[config.mk]
export PLATFORM = sky130hd
export DESIGN_NAME = accel_sample_fifo_control
export DESIGN_NICKNAME = d
export VERILOG_FILES = /design/src/core/queue_ctrl_pkg.sv /design/src/core/accel_sample_fifo_control.sv
export SDC_FILE = /design/constraint.sdc
export NUM_CORES = 1
export LEC_CHECK = 0
export BUFFER_PORTS_ARGS = -buffer_cell sky130_fd_sc_hd__buf_4
export CORE_MARGIN = 5
export CORE_UTILIZATION = 35
export CTS_BUF_LIST = sky130_fd_sc_hd__clkbuf_8
export CTS_CLUSTER_DIAMETER = 150
export DETAILED_ROUTE_END_ITERATION = 8
export SLEW_MARGIN = 15
export SYNTH_ARGS = -nofsm -noshare
export SYNTH_HDL_FRONTEND = slang
export SYNTH_SLANG_ARGS = --single-unit
[constraint.sdc]
create_clock -name sys_clk -period 4.3 [get_ports sys_clk]
set_input_delay 0.43 -clock sys_clk [delete_from_list [all_inputs] [get_ports sys_clk]]
set_output_delay 0.43 -clock sys_clk [all_outputs]
set_load 0.005 [all_outputs]
[src/core/queue_ctrl_pkg.sv]
// Constants shared by the sample queue control logic
package queue_ctrl_pkg;
	// ------------------------------------------------------------
	// Register offsets
	// ------------------------------------------------------------
	localparam logic [7:0] QUEUE_CONTROL_ADDR  = 8'h2D;
	localparam logic [7:0] WATERMARK_ADDR      = 8'h2E;
	localparam logic [7:0] PENDING_FLAGS_ADDR  = 8'h2F;
	// ------------------------------------------------------------
	// Queue control field positions
	// ------------------------------------------------------------
	localparam int EMPTY_IRQ_ALLOW_BIT     = 0;
	localparam int FULL_IRQ_ALLOW_BIT      = 1;
	localparam int WATERMARK_IRQ_ALLOW_BIT = 2;
	localparam int SINGLE_PIN_ROUTING_BIT  = 3;
	localparam int POINTER_RESET_BIT       = 4;
	localparam int QUEUE_ENABLE_BIT        = 5;
	localparam int WATERMARK_MODE_BIT      = 6;
	localparam int CONTROL_STORED_BITS     = 7;
	// ------------------------------------------------------------
	// Pending flag positions and field widths
	// ------------------------------------------------------------
	localparam int EMPTY_PENDING_BIT       = 0;
	localparam int FULL_PENDING_BIT        = 1;
	localparam int WATERMARK_PENDING_BIT   = 2;
	localparam int PENDING_BITS            = 3;
	localparam int LEVEL_BITS              = 5;
	// ------------------------------------------------------------
	// Reset values and sizes
	// ------------------------------------------------------------
	localparam logic [7:0] QUEUE_CONTROL_RESET = 8'h00;
	localparam logic [4:0] WATERMARK_RESET     = 5'h10;
	localparam int         QUEUE_DEPTH         = 32;
endpackage : queue_ctrl_pkg

[src/core/accel_sample_fifo_control.sv]
// Control, watermark and pending-flag logic of the accelerometer sample queue
`timescale 1ns/1ps
// Notes on behaviour
// - Control bit 0 allows empty event, resets 0
// - Control bit 1 allows full event, resets 0
// - Control bit 2 allows watermark event, resets 0
// - Bit 3 routes all requests to primary
// - Bit 4 clears pointers, keeps stored samples
// - Bit 5 enables queue; zero stops push, pop and pending flags
// - Bit 6 drops samples at watermark level
// - Control register powers up as zero
// - Watermark level bits 4:0, reset sixteen
// - Watermark bits 7:5 read as zero
// - Pending flags: empty, full, watermark bits
// - Flag reported only while its allow set
// - Pending bits 7:3 read as zero
// - Queue runs at the decimated sample rate
module accel_sample_fifo_control
	import queue_ctrl_pkg::*;
#(
	parameter int depth = QUEUE_DEPTH
) (
	input  wire logic       sys_clk,        // Block clock, 25 MHz
	input  wire logic       rst,            // Synchronous reset, active high
	input  wire logic [7:0] reg_addr,       // Register address from serial interface
	input  wire logic [7:0] reg_wdata,      // Register write data
	input  wire logic       reg_wr,         // Register write strobe, one cycle
	input  wire logic       reg_rd,         // Register read strobe, one cycle
	output logic      [7:0] reg_rdata,      // Read data, valid the cycle after reg_rd
	input  wire logic       sample_clk,     // Decimated sample clock pin, rising edge = sample
	input  wire logic       sample_pop,     // Host drained one sample, one cycle
	input  wire logic       motion_req,     // Motion and per-sample request level
	output logic            sample_accept,  // One-cycle write strobe to sample storage
	output logic      [4:0] wr_ptr,         // Storage write pointer
	output logic      [4:0] rd_ptr,         // Storage read pointer
	output logic      [5:0] sample_count,   // Samples held
	output logic            irq_out_primary,   // First interrupt output, active high
	output logic            irq_out_secondary  // Second interrupt output, active high
);
	// ------------------------------------------------------------
	// Parameter check
	// ------------------------------------------------------------
	// Pointers are five bits and the level cannot name more than 31
	if (depth != QUEUE_DEPTH) begin : g_depth_check
		$error("depth must be 32");
	end

	// ------------------------------------------------------------
	// Registers
	// ------------------------------------------------------------
	logic [CONTROL_STORED_BITS-1:0] queue_control;
	logic [LEVEL_BITS-1:0]          watermark_level;
	logic                           wr_control;
	logic                           pointer_reset;
	logic                           queue_on;
	logic [PENDING_BITS-1:0]        pending;

	assign wr_control = reg_wr && (reg_addr == QUEUE_CONTROL_ADDR);
	assign queue_on   = queue_control[QUEUE_ENABLE_BIT];
	// Pointer reset is a one-cycle action so the host need not clear it again
	assign pointer_reset = queue_control[POINTER_RESET_BIT];

	always_ff @(posedge sys_clk) begin
		if (rst) begin
			queue_control <= QUEUE_CONTROL_RESET[CONTROL_STORED_BITS-1:0];
		end else if (wr_control) begin
			queue_control <= reg_wdata[CONTROL_STORED_BITS-1:0];
		end else begin
			queue_control[POINTER_RESET_BIT] <= 1'b0;
		end
	end

	always_ff @(posedge sys_clk) begin
		if (rst) begin
			watermark_level <= WATERMARK_RESET;
		end else if (reg_wr && reg_addr == WATERMARK_ADDR) begin
			watermark_level <= reg_wdata[LEVEL_BITS-1:0];
		end
	end

	always_ff @(posedge sys_clk) begin
		if (rst) begin
			reg_rdata <= 8'h00;
		end else if (reg_rd) begin
			unique case (reg_addr)
				QUEUE_CONTROL_ADDR: reg_rdata <= {1'b0, queue_control};
				WATERMARK_ADDR:     reg_rdata <= {3'h0, watermark_level};
				PENDING_FLAGS_ADDR: reg_rdata <= {5'h00, pending};
				default:            reg_rdata <= 8'h00;
			endcase
		end
	end

	// ------------------------------------------------------------
	// Sample clock capture
	// ------------------------------------------------------------
	logic sample_meta;
	logic sample_sync;
	logic sample_last;
	logic sample_edge;

	always_ff @(posedge sys_clk) begin
		if (rst) begin
			sample_meta <= 1'b0;
			sample_sync <= 1'b0;
			sample_last <= 1'b0;
		end else begin
			sample_meta <= sample_clk;
			sample_sync <= sample_meta;
			sample_last <= sample_sync;
		end
	end

	// Samples arrive only at the decimated output rate
	assign sample_edge = sample_sync && !sample_last;

	// ------------------------------------------------------------
	// Queue pointers and count
	// ------------------------------------------------------------
	logic at_level;
	logic queue_full;
	logic queue_empty;
	logic do_push;
	logic do_pop;

	assign at_level    = sample_count >= {1'b0, watermark_level};
	assign queue_full  = sample_count == 6'(depth);
	assign queue_empty = sample_count == 6'h00;
	assign do_push = queue_on && sample_edge && !queue_full
		&& !(queue_control[WATERMARK_MODE_BIT] && at_level);
	assign do_pop  = queue_on && sample_pop && !queue_empty;

	always_ff @(posedge sys_clk) begin
		if (rst || pointer_reset) begin
			wr_ptr       <= 5'h00;
			rd_ptr       <= 5'h00;
			sample_count <= 6'h00;
		end else begin
			if (do_push) begin
				wr_ptr <= wr_ptr + 5'h01;
			end
			if (do_pop) begin
				rd_ptr <= rd_ptr + 5'h01;
			end
			unique case ({do_push, do_pop})
				2'b10:   sample_count <= sample_count + 6'h01;
				2'b01:   sample_count <= sample_count - 6'h01;
				default: sample_count <= sample_count;
			endcase
		end
	end

	// Storage is written outside this block; contents survive a pointer reset
	always_ff @(posedge sys_clk) begin
		if (rst) begin
			sample_accept <= 1'b0;
		end else begin
			sample_accept <= do_push && !pointer_reset;
		end
	end

	// ------------------------------------------------------------
	// Pending flags and interrupt routing
	// ------------------------------------------------------------
	// Flags are levels of the live condition; nothing sticky to clear
	assign pending[EMPTY_PENDING_BIT] = queue_on
		&& queue_control[EMPTY_IRQ_ALLOW_BIT] && queue_empty;
	assign pending[FULL_PENDING_BIT] = queue_on
		&& queue_control[FULL_IRQ_ALLOW_BIT] && queue_full;
	assign pending[WATERMARK_PENDING_BIT] = queue_on
		&& queue_control[WATERMARK_IRQ_ALLOW_BIT] && at_level;

	always_ff @(posedge sys_clk) begin
		if (rst) begin
			irq_out_primary   <= 1'b0;
			irq_out_secondary <= 1'b0;
		end else if (queue_control[SINGLE_PIN_ROUTING_BIT]) begin
			irq_out_primary   <= motion_req || (|pending);
			irq_out_secondary <= 1'b0;
		end else begin
			irq_out_primary   <= motion_req;
			irq_out_secondary <= |pending;
		end
	end
endmodule : accel_sample_fifo_control

* Word level (Yosys, flattened, before mapping)
Index checks and enable logic that the tools add are counted.
** Storage, ports and cells
- Register bits after elaboration :: 42
- Logic and storage cells :: 56
- Output and inout port bits :: 27
** Operators by class
- Bitwise operators :: 1
- Add/subtract/negate cells :: 4
- Muxes and demuxes :: 3
- Reductions and logical operators :: 28
- Order comparisons :: 1
- Eq/ne operators :: 6
** Operators by type and width (number)
- $eq A8 B6 Y1 const B :: 3
- $pmux W7 S3 :: 1
- $logic_and A1 B1 Y1 :: 16
- $pmux W6 S2 :: 1
- $add A5 B1 Y5 const B :: 2
- $add A6 B1 Y6 const B :: 1
- $eq A6 B6 Y1 const B :: 1
- $ge A6 B5 Y1 :: 1
- $logic_not A6 Y1 :: 1
- $sub A6 B1 Y6 const B :: 1
- $logic_not A1 Y1 :: 5
- $reduce_or A2 Y1 :: 2
- $reduce_or A3 Y1 :: 1
- $eq A2 B1 Y1 const B :: 1
- $eq A2 B2 Y1 const B :: 1
- $logic_or A1 B1 Y1 :: 2
- $reduce_bool A2 Y1 :: 1
- $mux W1 :: 1
- $not A1 Y1 :: 1

* Depth between registers and ports, before layout
Gate-level depths: netlist of run 1.
- Depth in word-level cells :: 7
- Mapped depth :: 13

* Least setup slack after synthesis of run 1
No wires, ideal clock.
- Path type :: register to register
- From :: register watermark_level[3]
- To :: register sample_count[4]
- Arrival :: 2.942 ns
- Cell stages (with the launch flop) :: 13
- Buffers on the path :: 0
- Path slack :: 1.242 ns
- Required time :: 4.184 ns
- Clock period less this slack :: 3.058 ns
- Cells stage by stage :: dfxtp_1 -> inv_1 -> ha_1 -> a2111oi_0 -> o21ai_1 -> a21oi_1 -> inv_1 -> ha_1 -> ha_1 -> nor2b_1 -> o21a_1 -> or3_1 -> a31o_2
** On the way
- Cells in the longest elaborated chain, start to end :: 6
- Elaborated cells between the ends (all ways) :: 8
** Ends and longest elaborated chain
- from (decl) :: RTL line accel_sample_fifo_control.sv:52 : logic [LEVEL_BITS-1:0] watermark_level;
- from (signal assigned) :: RTL line accel_sample_fifo_control.sv:77 : watermark_level <= reg_wdata[LEVEL_BITS-1:0];
- $ge A6 B5 Y1 (*) :: RTL line accel_sample_fifo_control.sv:126 : assign at_level = sample_count >= {1'b0, watermark_level};
- $logic_and A1 B1 Y1 (*) :: RTL line accel_sample_fifo_control.sv:130 : && !(queue_control[WATERMARK_MODE_BIT] && at_level);
- $logic_not A1 Y1 (*) :: RTL line accel_sample_fifo_control.sv:130
- $logic_and A1 B1 Y1 (*) :: RTL line accel_sample_fifo_control.sv:130
- $eq A2 B1 Y1 / $eq A2 B2 Y1 (equally long branches) :: RTL line accel_sample_fifo_control.sv:145 : unique case ({do_push, do_pop})
- $pmux W6 S2 / $reduce_bool A2 Y1 (equally long branches)
- to (signal assigned) :: RTL line accel_sample_fifo_control.sv:146 : 2'b10: sample_count <= sample_count + 6'h01;
- to (signal assigned) :: RTL line accel_sample_fifo_control.sv:147 : 2'b01: sample_count <= sample_count - 6'h01;
- to (signal assigned) :: RTL line accel_sample_fifo_control.sv:148 : default: sample_count <= sample_count;
- to (decl) :: RTL line accel_sample_fifo_control.sv:36 : output logic [5:0] sample_count,
Every way passes the cells marked *; elsewhere a longest branch is shown, timed or not.
A chain may end at the register's enable or synchronous reset.

* Worst setup path in the final report of run 1
- From :: register watermark_level[3]
- To :: register sample_count[5]
Same word-level chain as after synthesis.

==> out/metrics.yaml, run 1 <==
cts:
  ctsResizeCount: 0
  holdBufCountCts: 0
  clk_latency_ps: 290
  cts_buffers: 5
  cts_buffer_depth: 2
  cts_root_buf: "clkbuf_8"
  cts.clk_slew.worst_paths_ps: 80
  cts_tree: "done"
  cts_setup_buffers: 0
  htree_levels: 2
  clkSinkCount: 41
detailed_routing:
  dr.pass1.iters: 4
  ant_nets: 0
  routed_wl_mm: 4.87
  wl_met2_mm: 2.23
  vias: 1809
  route.detailed.drc: 0
  first_iter_violations: 97
  via_per_inst: 5.08
  met1Wirelength_mm: 2.38
  top_layer_used: "met4"
  detailroute.wirelength.met3_um: 205
  wl_per_cell_um: 13.7
floorplan:
  dieArea_sq_um: 7720
  die_y_um: 87.9
  coreArea_sq_um: 5920
  start_util_pct: 35.9
  row_count: 28
  io_pins: 50
  dieWidth_um: 87.9
placement:
  place_hpwl_mm: 3.71
  port_buffers: 47
  pre_cts_slack_ps: 769
  place_congestion: 0.811
logic_synthesis:
  syn_inst: 238
  syn_area_sq_um: 2120
  synthArstFlopShare_pct: 0
  synth.distinct_cells: 45
  yosys_warnings: 0
  synth_edf_count: 0
  synth-main-ff-cell: "dfxtp_1"
  synth-seq-cells: 41
  avgSynthCellArea_sq_um: 8.92
  syn-num-nets: 274
  seq_area_frac_synth_pct: 38.7
layout:
  final_cell_mix: "buf_4 (47), dfxtp_1 (41), nor2_1 (22), mux2i_1 (17), inv_1 (14)"
  antenna_cells: 0
  area_growth_pct: 23.0
  drive_above_1_share_pct: 21.7
  utilization_pct: 44.1
  mostFrequentLayoutCell: "buf_4"
  nNetsFinal: 317
sta:
  setup-tns-final_ps: 0
  rsz0062_at_grt: "no"
  worst_slack_ps: 767
  finalHoldViolations: 0
  relSlewSlack_pct: 59.4
  drv_slew: 0
  max_freq_ghz: 0.283
  layout_min_cycle_time_ps: 3530
  fin_crit_sh_pct: 82.2
  setup_viol_count_final: 0
  holdWs_ps: 362
  fin_skew_ps: 4.62
  tightestPinTransition_ps: 606
grt:
  grt_pass1_vias: 1764
  grt_pass1_wl_mm: 8.34
  grt.total_usage_pct: 13.6
  overflow: 0
  antenna_found_initial: 0
  grt_start_max_net_pins: 29
outcome:
  status: "complete, no violations"
worst_hold_path:
  hold_path_class: "in -> reg"
power:
  power-per-cell-area_nw_per_um2: 257
  p_leak_nw: 1.09
  vdd_ir_drop_max_mv: 0.128
job:
  max-cap-violations: 0
setup_path:
  path_cells: "inv_1, ha_1, a2111oi_0, o21ai_1, a21oi_1, inv_1, ha_1, ha_1, a211oi_1, o21ai_0, and4_1, o21a_1"
  crit_top_cell: "ha_1"
  critPathCaptureType: "flip-flop"
  critPathLaunchType: "flip-flop"
  worstSetupPathType: "reg -> reg"
  cp.required_ps: 4480
  cpPeakStageDelay_ps: 420
  cp_slowest_cell: "a21oi_1"
  critical_path_arrival_ps: 3720
  crit_fanout: 9
## critical path: cells and delay by family (launching register included)
family	cells	cell delay, ps
compound gates	6	1750
fa+ha+maj	3	950
buf+inv	2	150
simple gates	1	190
flops	1	380
## path summary, 6_finish.rpt
kind	slack [ps]	depth (start not counted)	from	to
setup / recovery	770	12	watermark_level[3]$_SDFFE_PP0P_	sample_count[5]$_SDFFE_PP0P_
hold / removal	360	2	sample_clk	sample_meta$_SDFF_PP0_
setup reg to reg	770	12	watermark_level[3]$_SDFFE_PP0P_	sample_count[5]$_SDFFE_PP0P_
hold reg to reg	440	1	sample_meta$_SDFF_PP0_	sample_sync$_SDFF_PP0_
## cells in the mapped netlist, types with 4 or more instances
cell type | count | share of area (%)
dfxtp_1 | 41 | 39
inv_1 | 14 | 2.5
o21ai_0 | 8 | 1.9
nand3_1 | 4 | 0.94
o211ai_1 | 4 | 1.4
a211oi_1 | 4 | 1.4
nor2b_1 | 9 | 2.7
clkbuf_1 | 7 | 1.2
nor4b_1 | 5 | 2.1
a21oi_1 | 13 | 3.1
nand2b_1 | 5 | 1.5
or3_1 | 5 | 1.5
a22o_1 | 5 | 2.1
ha_1 | 12 | 7.1
nand2_1 | 13 | 2.3
nand4_1 | 4 | 1.2
mux2i_1 | 17 | 8.0
nor2_1 | 22 | 3.9
and2_1 | 5 | 1.5
a31oi_1 | 4 | 1.2
## per-stage QoR
stage / std cells / cell area [sq um] / total power (W)
2_1_floorplan: 238 / 2120 / 0.000407
3_3_place_gp: 349 / 2520 / 0.000427
3_5_place_dp: 349 / 2520 / 0.000427
4_1_cts: 356 / 2610 / 0.000684
5_1_grt: 356 / 2610 / 0.000705
6_report: 356 / 2610 / 0.000672
## logic make-up (layout without fill, tap and decap cells)
logic type      count (synthesis)  count (layout)  synth area share, %
compound gates                 49              49                 16.0
xor+xnor                        2               2                0.825
fa+ha+maj                      13              13                 8.01
buf+inv                        25              68                 4.71
flops                          41              41                 38.7
mux                            17              17                 8.01
other cells                     1               1                0.177
simple gates                   90              90                 23.6
## routing by layer
layer	global-route usage (%)	vias to the layer above
met4	4.60	0
met5	0	-
met1	18.9	830
li1	-	932
met3	2.54	5
met2	21.1	42
## registers in the layout, summed over array words and instances (netlist names)
signal             count
sample_count           6
watermark_level        5
irq_out_primary        1
reg_rdata              7
wr_ptr                 5
queue_control          7
sample_meta            1
irq_out_secondary      1
sample_last            1
sample_accept          1
sample_sync            1
rd_ptr                 5
## area by class of cell
type                    count  area (sq um)
fillers                   620          3310
well taps                  75          93.8
inverters                  14          52.6
flip-flops and latches     41           821
clock buffers               6          82.6
clock inverters             1          7.51
repair buffers             47           353
multi-input cells         172          1200
## where the power goes
part / internal, W / switching (W)
clock: 0.000127 / 0.000128
sequential: 0.000381 / 0.000000608
combinational: 0.0000181 / 0.0000174
total: 0.000526 / 0.000146
Note: power is estimated with default switching activity, not from simulation.
==> run 2, diff against run 1 <==
- clock period: 4.3 -> 3.1 ns (I/O delays scaled with it)
==> run 2 against run 1 <==
Against the previous run: combinational power rose by 42%; sequential cell count did not move; setup slack got worse by 580 ps; die area did not move; fmax rose by 21%; register-to-register slack got worse by 580 ps; clock power rose by 40%; final cell count rose by 3.7%; total power rose by 39%; clock skew barely moved; clock-buffer cell count did not move; critical path type unchanged; critical endpoint unchanged; highest routed layer unchanged.
==> out/metrics.yaml, run 2 (synthesis results as in run 1) <==
setup_path:
  cp.required_ps: 3290
  critical_path_arrival_ps: 3110
  critPathLaunchType: "flip-flop"
  cp_slowest_cell: "ha_1"
  critical_path.top_delay_family: "compound AO/OA/AOI/OAI gates"
  cp.depth: 12
  critPathCaptureType: "flip-flop"
  r2r_cells: 12
  crit_fanout: 9
  cpPeakStageDelay_ps: 380
  path_buf_inv: 2
  worstSetupPathType: "reg -> reg"
  path_cells: "inv_1, ha_1, a2111oi_2, o21ai_1, a21oi_1, inv_1, ha_2, ha_1, nor4b_2, a311oi_1, a31oi_1, o21a_1"
detailed_routing:
  ant_nets: 0
  dr.pass1.iters: 4
  routed_wl_mm: 5.17
  via_per_inst: 5.11
  route.detailed.drc: 0
  first_iter_violations: 63
  vias: 1884
  wl_per_cell_um: 14.0
layout:
  drive_above_1_share_pct: 27.2
  mostFrequentLayoutCell: "buf_4"
  nNetsFinal: 330
  area_growth_pct: 29.2
  post_layout_nonfiller_instances: 369
  design_area_sq_um: 2740
  reg_top3: "queue_control: 7 flops, reg_rdata: 7 flops, sample_count: 6 flops"
  antenna_cells: 0
  final_cell_mix: "buf_4 (60), dfxtp_1 (40), nor2_1 (22), mux2i_1 (17), inv_1 (14)"
sta:
  fin_skew_ps: 4.60
  setup_viol_count_final: 0
  worst_slack_ps: 185
  rsz0062_at_grt: "no"
  tightestPinTransition_ps: 617
  layout_min_cycle_time_ps: 2910
  finalHoldViolations: 0
  drv_slew: 0
  relSlewSlack_pct: 58.7
  fin_crit_sh_pct: 94.0
  holdWs_ps: 228
  setup-tns-final_ps: 0
  max_freq_ghz: 0.343
floorplan:
  dieArea_sq_um: 7720
  coreArea_sq_um: 5920
  io_pins: 50
  dieWidth_um: 87.9
  start_util_pct: 35.9
  die_y_um: 87.9
  row_count: 28
placement:
  placed_area_sq_um: 2610
  placed_cells: 361
  port_buffers: 47
  place_congestion: 0.821
  place_hpwl_mm: 3.96
  pre_cts_slack_ps: -127
power:
  p_leak_nw: 1.15
  vdd_ir_drop_max_mv: 0.162
  power-per-cell-area_nw_per_um2: 341
cts:
  cts_buffer_depth: 2
  cts.clk_slew.worst_paths_ps: 80
  htree_levels: 2
  clkSinkCount: 41
  cts_root_buf: "clkbuf_8"
  clk_latency_ps: 290
  holdBufCountCts: 0
  cts_tree: "done"
  cts_buffers: 5
grt:
  grt_pass1_wl_mm: 8.58
  grt_start_max_net_pins: 29
  grt_pass1_vias: 1832
  overflow: 0
  antenna_found_initial: 0
  grt.total_usage_pct: 14.1
worst_hold_path:
  holdPathStages: 2
  hold_path_class: "in -> reg"
job:
  max-cap-violations: 0
outcome:
  status: "complete, no violations"
run 2: area by class of cell:
class                   instances  area (sq um)
inverters                      14          52.6
fillers                       605          3180
clock buffers                   6          82.6
clock inverters                 1          7.51
well taps                      75          93.8
multi-input cells             172          1230
repair buffers                 60           450
flip-flops and latches         41           822
run 2: worst paths after layout:
path | endpoint | from | slack, ps
min reg2reg | sample_sync$_SDFF_PP0_ | sample_meta$_SDFF_PP0_ | 450
max reg2reg | sample_count[5]$_SDFFE_PP0P_ | watermark_level[3]$_SDFFE_PP0P_ | 190
min | sample_meta$_SDFF_PP0_ | sample_clk | 230
max | sample_count[5]$_SDFFE_PP0P_ | watermark_level[3]$_SDFFE_PP0P_ | 190
run 2: worst reg2reg max path, delay by kind of cell, from the launching register on:
family          cells  cell delay (ps)
simple gates        1               70
flops               1              350
buf+inv             2              120
compound gates      6             1360
fa+ha+maj           3              940
run 2: what timing repair did:
| action | in CTS | in global routing |
|---|---|---|
| gates resized for setup | 2 | 8 |
| pin swaps | 0 | 2 |
| endpoints found under the setup margin | 2 | 3 |
| buffers inserted | 0 | 1 |
run 2: routing by layer:
metal | GRT usage [%] | part of all wire (%) | up-vias
met3 | 3.39 | 4.7 | 8
met5 | 0 | 0 | -
li1 | - | - | 963
met2 | 22.0 | 46 | 28
met4 | 5.30 | 1.5 | 0
met1 | 19.0 | 48 | 885
run 2: power by group:
| group | switching [W] | internal [W] | leakage (nW) |
|---|---|---|---|
| Combinational | 0.0000252 | 0.0000253 | 0.777 |
| Clock | 0.000181 | 0.000176 | 0.0433 |
| Sequential | 0.000000744 | 0.000529 | 0.331 |
| Total | 0.000207 | 0.000730 | 1.15 |
run 2: per-stage QoR:
step | total power [W] | utilization (%)
6_report | 0.000937 | 46.3
5_1_grt | 0.000980 | 46.3
4_1_cts | 0.000953 | 45.8
3_5_place_dp | 0.000593 | 44.1
3_3_place_gp | 0.000593 | 44.1
2_1_floorplan | 0.000564 | -
